$ cat config.mk
export PLATFORM = sky130hd
export DESIGN_NAME = cbc_charge_ctrl
export DESIGN_NICKNAME = d
export VERILOG_FILES = /design/src/rtl/cbc_pkg.sv /design/src/rtl/cbc_charge_ctrl.sv
export SDC_FILE = /design/constraint.sdc
export NUM_CORES = 1
export LEC_CHECK = 0
export BUFFER_PORTS_ARGS = -buffer_cell sky130_fd_sc_hd__buf_4
export CORE_ASPECT_RATIO = 0.6
export CORE_MARGIN = 2
export CORE_UTILIZATION = 40
export CTS_BUF_LIST = sky130_fd_sc_hd__clkbuf_8
export DETAILED_ROUTE_END_ITERATION = 8
export PLACE_DENSITY_LB_ADDON = 0.12
export REMOVE_ABC_BUFFERS = 1
export SKIP_CTS_REPAIR_TIMING = 1
export SLEW_MARGIN = 20
export SYNTH_ARGS = -nofsm -noshare
export SYNTH_HDL_FRONTEND = slang
export SYNTH_SLANG_ARGS = --single-unit
$ cat constraint.sdc
create_clock -name clk_i -period 5.9 [get_ports clk_i]
set_input_delay 0.885 -clock clk_i [delete_from_list [all_inputs] [get_ports clk_i]]
set_output_delay 0.885 -clock clk_i [all_outputs]
set_load 0.02 [all_outputs]
$ cat src/rtl/cbc_pkg.sv
// Purpose: Shared constants for the battery charge state controller
// Assumes: 250 MHz system clock, 32-bit classic Wishbone register bus
// Notes:   Register offsets are byte addresses of aligned words

package cbc_pkg;

   // ----------------------------------------------------------------
   // Controller states
   // ----------------------------------------------------------------
   typedef enum logic [1:0] {
      CBC_RESET = 2'b00,
      CBC_WAKE  = 2'b01,
      CBC_HALT  = 2'b10,
      CBC_REG   = 2'b11
   } cbc_state_e;

   // ----------------------------------------------------------------
   // Timing
   // ----------------------------------------------------------------
   localparam int CLK_MHZ          = 250;
   localparam int CMD_TIMEOUT_US   = 1000;
   localparam int CMD_TIMEOUT_CYC  = CMD_TIMEOUT_US * CLK_MHZ;

   // ----------------------------------------------------------------
   // Register map
   // ----------------------------------------------------------------
   localparam logic [7:0]  ADR_CTRL     = 8'h00;
   localparam logic [7:0]  ADR_STATUS   = 8'h04;
   localparam logic [7:0]  ADR_TARGET   = 8'h08;
   localparam int          CTRL_HOLD    = 0;
   localparam int          CTRL_RESTART = 1;
   localparam int          CTRL_ATTN_CLR = 2;
   localparam logic [31:0] RDATA_RST    = 32'h0000_0000;
   localparam logic [15:0] TARGET_RST   = 16'h0000;

   // ----------------------------------------------------------------
   // Decoded slave command codes and alarm field
   // ----------------------------------------------------------------
   localparam logic [1:0] CMD_VOLT  = 2'h1;
   localparam logic [1:0] CMD_CURR  = 2'h2;
   localparam logic [1:0] CMD_ALARM = 2'h3;
   localparam int         ALARM_HI  = 15;
   localparam int         ALARM_LO  = 12;

   // ----------------------------------------------------------------
   // Pin input vector positions
   // ----------------------------------------------------------------
   localparam int PIN_BAT  = 0;
   localparam int PIN_AC   = 1;
   localparam int PIN_UR   = 2;
   localparam int PIN_COLD = 3;
   localparam int PIN_HOT  = 4;
   localparam int PIN_N    = 5;
   localparam logic [4:0] PIN_RST = 5'h00;

endpackage

$ cat src/rtl/cbc_charge_ctrl.sv
// Purpose: Charge state controller: reset, wake-up, halted and regulated charge
// Assumes: Commands arrive already decoded from the bus slave block
// Notes:   Registers over classic Wishbone, single-cycle ack

`timescale 1ns/1ns

module cbc_charge_ctrl
   import cbc_pkg::*;
#(
   parameter int TIMEOUT_CYC = CMD_TIMEOUT_CYC,
   parameter int CNT_W       = 24
) (
   input  wire logic        clk_i,                    // System clock
   input  wire logic        rst_i,                    // Synchronous reset
   input  wire logic        power_up_clear_i,         // Asynchronous power-up clear
   input  wire logic        battery_present_i,        // Battery detected pin
   input  wire logic        adapter_power_valid_i,    // Adapter power pin
   input  wire logic        thermistor_under_range_i, // Thermistor under-range pin
   input  wire logic        thermistor_cold_i,        // Thermistor cold pin
   input  wire logic        thermistor_hot_i,         // Thermistor hot pin
   input  wire logic        cmd_valid_i,              // Decoded command strobe
   input  wire logic [1:0]  cmd_code_i,               // Decoded command code
   input  wire logic [15:0] cmd_data_i,               // Decoded command word
   input  wire logic        wb_cyc_i,                 // Wishbone cycle
   input  wire logic        wb_stb_i,                 // Wishbone strobe
   input  wire logic        wb_we_i,                  // Wishbone write
   input  wire logic [7:0]  wb_adr_i,                 // Wishbone byte address
   input  wire logic [3:0]  wb_sel_i,                 // Wishbone byte select
   input  wire logic [31:0] wb_dat_i,                 // Wishbone write data
   output logic [31:0]      wb_dat_o,                 // Wishbone read data
   output logic             wb_ack_o,                 // Wishbone acknowledge
   output logic             charge_enable_out_o,      // Charger enable
   output logic             trickle_current_o,        // Wake-up current enable
   output logic             host_attention_n_o,       // Host attention, active low
   output logic [15:0]      volt_target_o,            // Commanded voltage, mV
   output logic [15:0]      curr_target_o,            // Commanded current, mA
   output logic [3:0]       state_flags_o             // One-hot: reg, halt, wake, reset
);

   // ----------------------------------------------------------------
   // State record
   // ----------------------------------------------------------------
   typedef struct packed {
      cbc_state_e         state;
      logic               woke_ideal;
      logic [PIN_N-1:0]   s0;
      logic [PIN_N-1:0]   s1;
      logic [PIN_N-1:0]   s2;
      logic [PIN_N-1:0]   flt;
      logic [PIN_N-1:0]   flt_d;
      logic               hold;
      logic               attn;
      logic               attn_n;
      logic               got_v;
      logic               got_c;
      logic               pair_open;
      logic [CNT_W-1:0]   pair_tmr;
      logic [CNT_W-1:0]   timer;
      logic [15:0]        volt;
      logic [15:0]        curr;
      logic               chg_en;
      logic               trickle;
      logic [3:0]         onehot;
      logic               ack;
      logic [31:0]        rdat;
   } cbc_regs_s;

   localparam logic [CNT_W-1:0] TMO_LIM = CNT_W'(TIMEOUT_CYC - 1);

   localparam cbc_regs_s REGS_RST = '{
      state: CBC_RESET, woke_ideal: 1'b0, s0: PIN_RST, s1: PIN_RST, s2: PIN_RST,
      flt: PIN_RST, flt_d: PIN_RST, hold: 1'b0, attn: 1'b0, attn_n: 1'b1, got_v: 1'b0,
      got_c: 1'b0, pair_open: 1'b0, pair_tmr: '0, timer: '0, volt: TARGET_RST,
      curr: TARGET_RST, chg_en: 1'b0, trickle: 1'b0, onehot: 4'h1, ack: 1'b0,
      rdat: RDATA_RST
   };

   cbc_regs_s r_reg;
   cbc_regs_s r_next;

   // Saturating time-out counter step
   function automatic logic [CNT_W-1:0] tick(input logic [CNT_W-1:0] t);
      tick = (t >= TMO_LIM) ? t : t + 1'b1;
   endfunction

   function automatic logic [3:0] state_onehot(input cbc_state_e s);
      state_onehot = 4'h1 << s;
   endfunction

   // ----------------------------------------------------------------
   // Next-state logic
   // ----------------------------------------------------------------
   logic wr_ctrl;
   logic restart;
   logic pres_ok;
   logic pres_chg;
   logic ideal;
   logic ur_or_cold;
   logic hot_rise;
   logic ur_fall;
   logic cmd_v;
   logic cmd_c;
   logic pair_now;
   logic alarm_hit;
   logic tmo;
   logic therm_ok;

   always_comb begin
      r_next = r_reg;

      // Bus slave: ack one cycle after the request, then drop
      r_next.ack  = wb_cyc_i & wb_stb_i & ~r_reg.ack;
      wr_ctrl     = r_next.ack & wb_we_i & wb_sel_i[0] & (wb_adr_i == ADR_CTRL);
      restart     = wr_ctrl & wb_dat_i[CTRL_RESTART];
      if (wr_ctrl) begin
         r_next.hold = wb_dat_i[CTRL_HOLD];
      end

      // Pin synchronisers: a change counts once stages two and three agree
      r_next.s0    = {thermistor_hot_i, thermistor_cold_i, thermistor_under_range_i,
                      adapter_power_valid_i, battery_present_i};
      r_next.s1    = r_reg.s0;
      r_next.s2    = r_reg.s1;
      r_next.flt   = (~(r_reg.s1 ^ r_reg.s2) & r_reg.s2) | ((r_reg.s1 ^ r_reg.s2) & r_reg.flt);
      r_next.flt_d = r_reg.flt;

      pres_ok    = r_reg.flt[PIN_BAT] & r_reg.flt[PIN_AC];
      pres_chg   = (r_reg.flt[PIN_BAT] ^ r_reg.flt_d[PIN_BAT])
                 | (r_reg.flt[PIN_AC] ^ r_reg.flt_d[PIN_AC]);
      ur_or_cold = r_reg.flt[PIN_UR] | r_reg.flt[PIN_COLD];
      ideal      = ~ur_or_cold & ~r_reg.flt[PIN_HOT];
      hot_rise   = r_reg.flt[PIN_HOT] & ~r_reg.flt_d[PIN_HOT];
      ur_fall    = ~r_reg.flt[PIN_UR] & r_reg.flt_d[PIN_UR];
      therm_ok   = ~r_reg.flt[PIN_HOT] | r_reg.flt[PIN_UR];

      // presence change; set wins over clear
      if (r_next.ack & wb_we_i & wb_sel_i[0] & (wb_adr_i == ADR_CTRL)
          & wb_dat_i[CTRL_ATTN_CLR]) begin
         r_next.attn = 1'b0;
      end
      if (pres_chg) begin
         r_next.attn = 1'b1;
      end
      r_next.attn_n = ~r_next.attn;

      cmd_v     = cmd_valid_i & (cmd_code_i == CMD_VOLT);
      cmd_c     = cmd_valid_i & (cmd_code_i == CMD_CURR);
      alarm_hit = cmd_valid_i & (cmd_code_i == CMD_ALARM) & (|cmd_data_i[ALARM_HI:ALARM_LO]);
      if (cmd_v) begin
         r_next.volt  = cmd_data_i;
         r_next.got_v = 1'b1;
      end
      if (cmd_c) begin
         r_next.curr  = cmd_data_i;
         r_next.got_c = 1'b1;
      end
      pair_now = (cmd_v | cmd_c) & (r_next.got_v & r_next.got_c);

      // Pair window: both halves must land within one time-out
      if (r_reg.pair_open) begin
         r_next.pair_tmr = tick(r_reg.pair_tmr);
         if (r_reg.pair_tmr >= TMO_LIM) begin
            r_next.pair_open = 1'b0;
            r_next.got_v     = cmd_v;
            r_next.got_c     = cmd_c;
         end
      end
      if ((cmd_v | cmd_c) & ~r_reg.pair_open) begin
         r_next.pair_open = 1'b1;
         r_next.pair_tmr  = '0;
      end

      tmo          = (r_reg.timer >= TMO_LIM);
      r_next.timer = tick(r_reg.timer);
      if (pair_now) begin
         r_next.timer     = '0;
         r_next.got_v     = 1'b0;
         r_next.got_c     = 1'b0;
         r_next.pair_open = 1'b0;
      end

      if (~pres_ok | restart) begin
         r_next.state = CBC_RESET;
      end else begin
         unique case (r_reg.state)
            CBC_RESET: begin
               if (~r_reg.hold & ideal) begin
                  r_next.state      = CBC_WAKE;
                  r_next.woke_ideal = 1'b1;
               end else if (~r_reg.hold & ur_or_cold) begin
                  r_next.state      = CBC_WAKE;
                  r_next.woke_ideal = 1'b0;
               end
            end
            CBC_WAKE: begin
               if (alarm_hit) begin
                  r_next.state = CBC_HALT;
               end else if (tmo & ur_or_cold & ~pair_now) begin
                  r_next.state = CBC_HALT;
               end else if (r_reg.woke_ideal & hot_rise & ~r_reg.flt[PIN_UR]) begin
                  r_next.state = CBC_HALT;
               end else if (~r_reg.woke_ideal & ur_fall & r_reg.flt[PIN_HOT]) begin
                  r_next.state = CBC_HALT;
               end else if (pair_now & ~r_reg.hold & therm_ok) begin
                  r_next.state = CBC_REG;
               end
            end
            CBC_HALT: begin
               // only regulated or reset leave halt
               if (pair_now & ~r_reg.hold & therm_ok) begin
                  r_next.state = CBC_REG;
               end
            end
            CBC_REG: begin
               if (alarm_hit) begin
                  r_next.state = CBC_HALT;
               end else if (tmo & ~pair_now) begin
                  r_next.state = CBC_HALT;
               end else if ((hot_rise & ~r_reg.flt[PIN_UR])
                            | (ur_fall & r_reg.flt[PIN_HOT])) begin
                  r_next.state = CBC_HALT;
               end
            end
         endcase
      end

      if (r_next.state == CBC_RESET) begin
         r_next.timer = '0;
      end

      unique case (r_next.state)
         CBC_WAKE: r_next.chg_en = ~r_next.hold;
         CBC_REG:  r_next.chg_en = ~r_next.hold & (r_next.volt != TARGET_RST);
         default:  r_next.chg_en = 1'b0;
      endcase
      r_next.trickle = (r_next.state == CBC_WAKE) & ~r_next.hold;
      r_next.onehot  = state_onehot(r_next.state);

      // Read data registered with the ack
      r_next.rdat = RDATA_RST;
      if (r_next.ack & ~wb_we_i) begin
         unique case (wb_adr_i)
            ADR_CTRL:   r_next.rdat = {31'h0000_0000, r_reg.hold};
            ADR_STATUS: r_next.rdat = {21'h00_0000, r_reg.woke_ideal, r_reg.chg_en,
                                       r_reg.attn, r_reg.flt, 1'b0, r_reg.state};
            ADR_TARGET: r_next.rdat = {r_reg.curr, r_reg.volt};
            default:    r_next.rdat = RDATA_RST;
         endcase
      end
   end

   // ----------------------------------------------------------------
   // State register
   // ----------------------------------------------------------------
   // asynchronous power-up clear
   always_ff @(posedge clk_i or posedge power_up_clear_i) begin
      if (power_up_clear_i) begin
         r_reg <= REGS_RST;
      end else if (rst_i) begin
         r_reg <= REGS_RST;
      end else begin
         r_reg <= r_next;
      end
   end

   assign wb_dat_o            = r_reg.rdat;
   assign wb_ack_o            = r_reg.ack;
   assign charge_enable_out_o = r_reg.chg_en;
   assign trickle_current_o   = r_reg.trickle;
   assign host_attention_n_o  = r_reg.attn_n;
   assign volt_target_o       = r_reg.volt;
   assign curr_target_o       = r_reg.curr;
   assign state_flags_o       = r_reg.onehot;
endmodule

==> results of run 1 <==
[synthesized netlist by cell type (2+ instances only)]
master / instances / area share, %
buf_1: 5 / 0.27
xnor2_1: 15 / 1.9
nor3_1: 12 / 0.85
or3_1: 6 / 0.53
o41ai_1: 2 / 0.25
a22oi_1: 9 / 0.96
or2_2: 2 / 0.18
nor2_1: 47 / 2.5
a31oi_1: 7 / 0.62
mux2i_1: 3 / 0.43
buf_4: 68 / 7.2
dfstp_2: 2 / 0.74
and2_1: 7 / 0.62
nand3b_1: 3 / 0.32
nor3b_1: 4 / 0.43
and3_1: 29 / 2.6
a21oi_1: 45 / 3.2
a31o_2: 2 / 0.25
buf_2: 3 / 0.21
nand2b_1: 5 / 0.44
o211ai_1: 2 / 0.21
nor4_1: 13 / 1.2
xor2_1: 9 / 1.1
nand2_1: 91 / 4.8
or4_1: 6 / 0.64
nand3_1: 18 / 1.3
a211oi_1: 25 / 2.7
o21ai_0: 19 / 1.3
clkbuf_1: 26 / 1.4
a21o_1: 2 / 0.21
and4_1: 2 / 0.25
nand4_1: 11 / 0.97
dfrtp_1: 150 / 53
inv_1: 17 / 0.90
o31ai_1: 8 / 0.85
nor2b_1: 21 / 1.9
ha_1: 2 / 0.35
[per-stage QoR]
step / setup slack, ps / total power (W)
6_report: 3073 / 0.001951
5_1_grt: 2893 / 0.002042
4_1_cts: 3150 / 0.001980
3_5_place_dp: 2651 / 0.001220
3_3_place_gp: 2702 / 0.001217
2_1_floorplan: 925.2 / 0.001145
[worst paths after layout]
check / cells after the start / startpoint / to
max: 7 / wb_stb_i / r_reg[85]$_DFFE_PP0P_
max in group asynchronous: 3 / power_up_clear_i / wb_dat_o[0]$_DFF_PP0_
min in group asynchronous: 2 / power_up_clear_i / r_next[142]$_DFF_PP0_
min reg2reg: 1 / r_next[140]$_DFF_PP0_ / r_next[135]$_DFF_PP0_
min: 1 / r_next[140]$_DFF_PP0_ / r_next[135]$_DFF_PP0_
max reg2reg: 6 / wb_ack_o$_DFF_PP0_ / r_reg[85]$_DFFE_PP0P_
[worst reg2reg max path, stage by stage (launching register included)]
cell and delay, ps:
dfrtp_1 390, nand3b_1 240, or3_1 410, nor4_1 520, nor3_1 170, nand2_1 710, a211oi_1 190
[power by group through the flow]
stage                     clock network, W   logic, W  registers, W
final                             0.000754   0.000132       0.00106
after global routing              0.000828   0.000147       0.00107
after CTS                         0.000781   0.000134       0.00106
after detailed placement                 0   0.000134       0.00109
after global placement                   0   0.000132       0.00109
after floorplan                          0  0.0000539       0.00109
[final cells by class]
class / instances / share of cell area (%)
clock buffers: 17 / 2.927
clock inverters: 15 / 1.691
inverters: 17 / 0.8923
multi-input cells: 445 / 32.22
flip-flops and latches: 152 / 47.62
well taps: 234 / 3.663
repair buffers: 117 / 10.99
[kinds of logic (layout without fill, tap and decap cells)]
kind of cell | after synthesis | in the layout | share of synthesized area [%]
mux | 4 | 4 | 0.5844
fa+ha+maj | 2 | 2 | 0.3541
flops | 152 | 152 | 53.87
compound gates | 134 | 134 | 12.36
buf+inv | 119 | 166 | 9.988
simple gates | 281 | 281 | 19.87
xor+xnor | 24 | 24 | 2.975
[per-layer routing]
layer | up-vias | part of all wire (%)
li1 | 2495 | -
met1 | 2569 | 51
met2 | 145 | 42
met3 | 12 | 6.0
met4 | 0 | 1.0
met5 | - | 0
==> metrics.md, run 1 <==
| Metric | Value |
|---|---|
| Logic gate share of total power | 6.8% |
| Slew of the pin with the lowest slew margin | 985.0 ps |
| Vias | 5221 |
| Met3 usage | 4.291% |
| Family with the most delay on the worst path | simple AND/OR/NAND/NOR gates |
| # setup viols final | 0 |
| Grt met2 use | 25.56% |
| Synth Instances | 716 |
| Post-Route WL | 16720 µm |
| Critical-path top delay cell | nand2_1 |
| Max Freq | 353.7 MHz |
| # fillers | 1674 |
| Initial core utilization | 41.03% |
| IO Pins | 146 |
| CTS Root Buffer Type | clkbuf_8 |
| First-pass GRT wire length | 27190 µm |
| Clk_lat worst skew | 450 ps |
| Total Die Area | 18780 µm² |
| Clock power share | 38.6% |
| Pint | 0.001407 W |
| Final Util | 46.41% |
| Slowest stage delay, CP | 710 ps |
| Nets | 826 |
| IO Port Bufs | 113 |
| Most frequent cells in the layout | dfrtp_1, buf_4, nand2_1, nor2_1, a21oi_1 |
| Residual overflow from global routing | 0 |
| Pwr dens | 244.1 nW/µm² |
| Number of global-route vias before repair | 5043 |
| Post-synth top flop | dfrtp_1 |
| Via density per instance | 5.237 |
| CP required | 6190 ps |
| Register area share after synthesis | 53.87% |
| FP Rows | 37 |
| Diode count | 0 |
| Fin crit period | 2828 ps |
| Hold slack | 480.2 ps |
| Crit-path cells | buf_4, nand3b_1, or3_1, nor4_1, nor3_1, nand2_1, a211oi_1 |
| Fin. max-slew vios | 0 |
| HP Class | flop to flop |
| Dpl cells | 965 |
| Setup CP Type | input port to flop |
| Sw frac | 27.88% |
| Clk sinks | 152 |
| DR WL/cell | 16.77 µm |
| Placed Instance Area | 7610 µm² |
| Critical path endpoint category | flop |
| Switching power | 0.0005438 W |
| Die Ht | 106.9 µm |
| Worst setup SP type | input port |
| Core footprint | 17220 µm² |
| Gp weighted congestion | 0.8126 |
| Worst EP arrival | 3120 ps |
| Max VDD drop | 0.1070 mV |
| Synth-to-Final Area Change | 13.12% |
| Leak | 3.649 nW |
| Hold Vio Cnt, Final | 0 |
| Synth warn | 0 |
| Clock Path Buffers | 2 |
| Syn Std Cell Area | 7066 µm² |
| Reg clk slew, reported paths | 90 ps |
| Setup Skew | 8.439 ps |
| 1st-iter DRT viols | 404 |
| Layout cells sized above 1 | 21.76% |
| CTS buffer count | 17 |
| Final period util | 47.92% |
| Outcome | finished clean |
| Max cap viols | 0 |
| Die Width | 175.6 µm |
| Final ANT Viol Nets | 0 |
| Non-filler cells, final | 997 |
| Setup_tns | 0 ps |
| Crit path max fanout | 25 |
| TritonCTS clock tree | built |
| Distinct cells, synth | 55 |
| Htree depth | 4 |
| Final instance area | 7993 µm² |
| Slew headroom | 33.83% |
| RSZ-0062 raised after global routing | false |
| Synthesized area per cell | 9.868 µm² |
| EDFF count, synth | 0 |
| Seq. cell area | 3806 µm² |
| Largest net degree at the start of global routing | 111 |
| Pre-Repair DR Iteration Count | 4 |
| Sequential share of power | 54.6% |
| Leading cell type in the layout, fill and taps excluded | dfrtp_1 |
| Ys async rst share | 100.0% |
| Met1 Usage GRT | 29.02% |
| Hpwl dp | 11420 µm |
| Initial antenna violation count | 0 |
| Reg-to-reg slack, setup | 3110 ps |
| # DRC | 0 |
| Max reg flops | 65 |
| Most used routing layer | met1 |
| Area of the multi-input gates | 2575 µm² |
| Tot GR Track Use | 18.70% |
| Buffers & Inverters on Critical Path | 1 |
| #FFs+latches synth | 152 |
(Power assumes the default switching activity.)
==> run 2, diff against run 1 <==
Clock period 5.9 ns to 2.4 ns, I/O delays scaled along.
==> metrics.md, run 2 (synthesis gave the netlist of run 1 again) <==
| Metric | Value |
|---|---|
| Outcome | finished clean |
| CP required | 2770 ps (-3420 ps) |
| Tot GR Track Use | 18.76% (+0.056 points) |
| Core footprint | 17220 µm² (unchanged) |
| Pre-Repair DR Iteration Count | 5 (+1) |
| Critical path endpoint category | flop |
| Max reg flops | 65 (unchanged) |
| Slew headroom | 56.93% (+23 points) |
| Sw frac | 25.55% (-2.3 points) |
| Final ANT Viol Nets | 0 (unchanged) |
| # fillers | 1610 (-3.8%) |
| Initial core utilization | 41.03% (unchanged) |
| Clk sinks | 152 (unchanged) |
| Sequential share of power | 51.6% (-3.0 points) |
| DR WL/cell | 16.60 µm (-1.0%) |
| Most frequent cells in the layout | dfrtp_1, buf_4, nand2_1, nor2_1, a21oi_1 |
| Number of global-route vias before repair | 5193 (+3.0%) |
| Max VDD drop | 0.3382 mV (+220%) |
| Reg clk slew, reported paths | 90 ps (about the same) |
| Final period util | 94.05% |
| Gp weighted congestion | 0.8213 (+1.1%) |
| Slew of the pin with the lowest slew margin | 646.1 ps (-338.9 ps) |
| Die Ht | 106.9 µm (unchanged) |
| Max Freq | 443.0 MHz |
| Hold slack | 137.1 ps (-343.2 ps) |
| Nets | 855 (+3.5%) |
| Total Die Area | 18780 µm² (unchanged) |
| Via density per instance | 5.216 (-0.39%) |
| # setup viols final | 0 (unchanged) |
| Synth-to-Final Area Change | 17.51% |
| Hpwl dp | 12230 µm (+7.1%) |
| Clock Path Buffers | 2 (unchanged) |
| CTS buffer count | 17 (unchanged) |
| Hold Vio Cnt, Final | 0 (unchanged) |
| IO Pins | 146 (unchanged) |
| Vias | 5352 (+2.5%) |
| Htree depth | 4 (unchanged) |
| 1st-iter DRT viols | 390 (-3.5%) |
| HP Class | input port to flop |
| Post-Route WL | 17030 µm (+1.9%) |
| Switching power | 0.001295 W (+140%) |
| RSZ-0062 raised after global routing | false |
| Diode count | 0 (unchanged) |
| Fin crit period | 2257 ps |
| Setup Skew | 7.910 ps (-0.5289 ps) |
| Die Width | 175.6 µm (unchanged) |
| Pwr dens | 610.3 nW/µm² (+150%) |
| Non-filler cells, final | 1026 (+2.9%) |
| Max cap viols | 0 (unchanged) |
| Largest net degree at the start of global routing | 53 (-52%) |
| Fin. max-slew vios | 0 (unchanged) |
| Dpl cells | 992 (+2.8%) |
| Leak | 3.831 nW (+5.0%) |
| Seq. cell area | 3806 µm² (unchanged) |
| Clock power share | 41.5% (+2.9 points) |
| IO Port Bufs | 113 (unchanged) |
| Leading cell type in the layout, fill and taps excluded | dfrtp_1 |
| CTS Root Buffer Type | clkbuf_8 |
| Crit path max fanout | 6 (-76%) |
| Worst setup SP type | flop |
| Residual overflow from global routing | 0 (unchanged) |
| Initial antenna violation count | 0 (unchanged) |
| Setup CP Type | flop to flop |
| Worst EP arrival | 2630 ps (-490 ps) |
| TritonCTS clock tree | built |
| FP Rows | 37 (unchanged) |
| First-pass GRT wire length | 27690 µm (+1.8%) |
| Logic gate share of total power | 6.8% (about the same) |
| # DRC | 0 (unchanged) |
| Pint | 0.003773 W (+170%) |
| Clk_lat worst skew | 440 ps (about the same) |
| Area of the multi-input gates | 2584 µm² (+0.34%) |
| Layout cells sized above 1 | 24.62% (+2.9 points) |
[run 2: cell count changes in the layout (fill, tap and decap cells not counted), sizes merged]
| cell | previous run | this run |
|---|---|---|
| dlygate4sd3 | 0 | 1 |
| bufinv | 0 | 3 |
| clkinv | 3 | 5 |
| buf | 117 | 145 |
| inv | 26 | 23 |
| clkinvlp | 3 | 1 |
[run 2: layer usage]
metal	share of wire, %	up-vias	track usage (%)
met5	0	-	0
met4	1.0	0	5.490
met3	6.4	13	4.184
met2	42	156	26.74
met1	51	2644	28.45
li1	-	2539	-
[run 2: path summary, 6_finish.rpt]
kind / startpoint / endpoint / slack (ps) / cells after the start
max: r_reg[95]$_DFFE_PP0P_ / r_reg[105]$_DFFE_PP0P_ / 140 / 7
max reg2reg: r_reg[95]$_DFFE_PP0P_ / r_reg[105]$_DFFE_PP0P_ / 140 / 7
max in group asynchronous: power_up_clear_i / host_attention_n_o$_DFF_PP1_ / 1170 / 4
min in group asynchronous: power_up_clear_i / r_reg[109]$_DFFE_PP0P_ / 510 / 3
min reg2reg: r_next[142]$_DFF_PP0_ / r_next[137]$_DFF_PP0_ / 470 / 1
min: battery_present_i / r_next[140]$_DFF_PP0_ / 140 / 2
[run 2: layout make-up]
class	count	share of cell area (%)
Tap cell	234	3.526
Sequential cell	152	45.84
Inverter	17	0.8288
Multi-Input combinational cell	445	31.12
Clock buffer	17	2.818
Timing Repair Buffer	146	13.58
Clock inverter	15	2.291
[run 2: metrics by stage]
stage          utilization [%]  area, µm²  setup slack, ps  total power, W  TNS (ps)
6_report                 48.21       8303            142.9        0.005067         0
5_1_grt                  48.21       8303            16.67        0.005272         0
3_5_place_dp             45.51       7838           -84.70        0.003019    -993.3
4_1_cts                  47.97       8262            61.26        0.005123         0
3_3_place_gp             45.51       7838            45.89        0.003012         0
2_1_floorplan                -       6424            -2050        0.002815   -313570
[run 2: power groups by stage]
stage | registers [W] | logic [W] | clock network, W
2_1_floorplan | 0.00268 | 0.000132 | 0
5_1_grt | 0.00262 | 0.000385 | 0.00226
6_report | 0.00262 | 0.000347 | 0.00210
3_3_place_gp | 0.00267 | 0.000345 | 0
3_5_place_dp | 0.00267 | 0.000351 | 0
4_1_cts | 0.00262 | 0.000352 | 0.00215
[run 2: worst max-delay path: stages, from the launching register on]
cell and delay (ps):
dfrtp_1 430, ha_1 240, and3_1 230, o211a_1 270
o211ai_4 250, nand2_4 100, or4_1 520, a21oi_1 160
==> run 3, diff against run 2 <==
Settings changed: CORE_MARGIN 2 to not set.
==> metrics.md, run 3 (synthesis gave the netlist of run 1 again) <==
| Metric | Value |
|---|---|
| Fin. max-slew vios | 0 (unchanged) |
| # setup viols final | 0 (unchanged) |
| Hpwl dp | 12230 µm (unchanged) |
| IO Pins | 146 (unchanged) |
| Worst setup SP type | flop |
| Hold slack | -27.73 ps (-164.8 ps) |
| Max cap viols | 0 (unchanged) |
| CP required | 2750 ps (-20 ps) |
| Setup CP Type | flop to flop |
| Outcome | complete, but fails checks |
| Total Die Area | 18220 µm² (-3.0%) |
| TritonCTS clock tree | built |
| Tot GR Track Use | 19.86% (+1.1 points) |
| Largest net degree at the start of global routing | 68 (+28%) |
| Htree depth | 4 (unchanged) |
| Max VDD drop | 0.2565 mV (-24%) |
| Setup Skew | 9.291 ps (+1.381 ps) |
| HP Class | input port to async pin |
| IO Port Bufs | 113 (unchanged) |
| CTS Root Buffer Type | clkbuf_8 |
| Failing checks | hold timing |
| Max Freq | 441.3 MHz (-0.39%) |
| Pre-Repair DR Iteration Count | 5 (unchanged) |
| Critical path endpoint category | flop |
| Leading cell type in the layout, fill and taps excluded | dfrtp_1 |
| Reg-to-reg slack, setup | 130 ps (about the same) |
| Die Width | 173.6 µm (-1.1%) |
| Slew headroom | 54.34% (-2.6 points) |
| Reg clk slew, reported paths | 90 ps (about the same) |
| Final period util | 94.41% (+0.36 points) |
| Leak | 3.839 nW (+0.20%) |
| First-pass GRT wire length | 28190 µm (+1.8%) |
| Initial antenna violation count | 0 (unchanged) |
| Layout cells sized above 1 | 24.84% (+0.22 points) |
| Vias | 5262 (-1.7%) |
| DR WL/cell | 16.56 µm (-0.25%) |
| Residual overflow from global routing | 0 (unchanged) |
| Hold Vio Cnt, Final | 6 (+6) |
| Max reg flops | 65 (unchanged) |
| CTS buffer count | 17 (unchanged) |
| Clk_lat worst skew | 440 ps (about the same) |
| Diode count | 0 (unchanged) |
| Nets | 852 (-0.35%) |
| Clk sinks | 152 (unchanged) |
| Number of global-route vias before repair | 5292 (+1.9%) |
| Initial core utilization | 41.03% (unchanged) |
| 1st-iter DRT viols | 311 (-20%) |
| # DRC | 0 (unchanged) |
| Pwr dens | 612.4 nW/µm² (+0.35%) |
| Die Ht | 104.9 µm (-1.9%) |
| Gp weighted congestion | 0.8419 (+2.5%) |
| Worst EP arrival | 2620 ps (about the same) |
| Final ANT Viol Nets | 0 (unchanged) |
| RSZ-0062 raised after global routing | false |
| # fillers | 1622 (+0.75%) |
| FP Rows | 37 (unchanged) |
| Synth-to-Final Area Change | 17.92% |
| Clock Path Buffers | 2 (unchanged) |
| Via density per instance | 5.144 (-1.4%) |
| Setup_tns | 0 ps (unchanged) |
| Core footprint | 17220 µm² (unchanged) |
| Fin crit period | 2266 ps (+8.733 ps) |
| Slew of the pin with the lowest slew margin | 684.9 ps (+38.76 ps) |
| Crit path max fanout | 12 (+6) |
| Post-Route WL | 16940 µm (-0.55%) |
| Most frequent cells in the layout | dfrtp_1, buf_4, nand2_1, nor2_1, a21oi_1 |
run 3: changes by cell type in the layout (fill, tap and decap cells not counted), moves of 2 or more:
cell | before | now
clkinvlp_4 | 1 | 3
buf_4 | 142 | 139
buf_12 | 2 | 4
inv_8 | 0 | 2
clkinv_4 | 4 | 1
run 3: cell type report:
cell class | instances | area [µm²] | share of cell area [%]
inverter | 17 | 68.82 | 0.8259
clock buffer | 18 | 247.7 | 2.973
clock inverter | 14 | 187.7 | 2.253
timing repair buffer | 143 | 1124 | 13.49
multi-input combinational | 445 | 2605 | 31.27
sequential | 152 | 3806 | 45.68
tap | 234 | 292.8 | 3.514
run 3: report_power, final:
group | switching (W) | leakage (nW) | internal (W) | total, W
sequential | 0.0000268 | 2.10 | 0.00259 | 0.00262
clock | 0.00105 | 0.211 | 0.00109 | 0.00214
combinational | 0.000218 | 1.53 | 0.000132 | 0.000350
run 3: stage by stage:
step	worst slack, ps	utilization [%]	instances	instance area [µm²]	total power (W)
after floorplan	-2050	-	614	6424	0.002815
after global placement	3.711	45.57	990	7848	0.003017
after detailed placement	-80.55	45.57	990	7848	0.003023
after CTS	-16.83	48.10	1022	8283	0.005170
after global routing	7.602	48.38	1023	8332	0.005321
final	134.2	48.38	1023	8332	0.005103
run 3: per-layer routing:
layer / global-route usage (%) / routed length (µm) / share of wire, % / vias to the layer above
met2: 27.42 / 7191 / 42 / 143
met3: 5.167 / 934 / 5.5 / 6
met4: 5.952 / 114 / 0.67 / 0
met5: 0 / 0 / 0 / -
li1: - / - / - / 2545
met1: 30.19 / 8695 / 51 / 2568
run 3: critical path: stages (launching register included):
cell      delay, ps
dfrtp_1         470
nor4_4          320
nand3_1         120
a21o_2          300
or4_1           560
xor2_1          170
a211oi_1        230
run 3: path summary, 6_finish.rpt:
kind | to | start | cells after the start
min in group clk_i | r_next[143]$_DFF_PP0_ | thermistor_cold_i | 2
setup reg to reg | r_reg[85]$_DFFE_PP0P_ | r_reg[79]$_DFFE_PP0P_ | 6
max in group asynchronous | r_next[144]$_DFF_PP0_ | power_up_clear_i | 3
hold / removal | r_next[142]$_DFF_PP0_ | power_up_clear_i | 2
setup / recovery | r_reg[85]$_DFFE_PP0P_ | r_reg[79]$_DFFE_PP0P_ | 6
hold reg to reg | r_next[139]$_DFF_PP0_ | r_next[144]$_DFF_PP0_ | 1
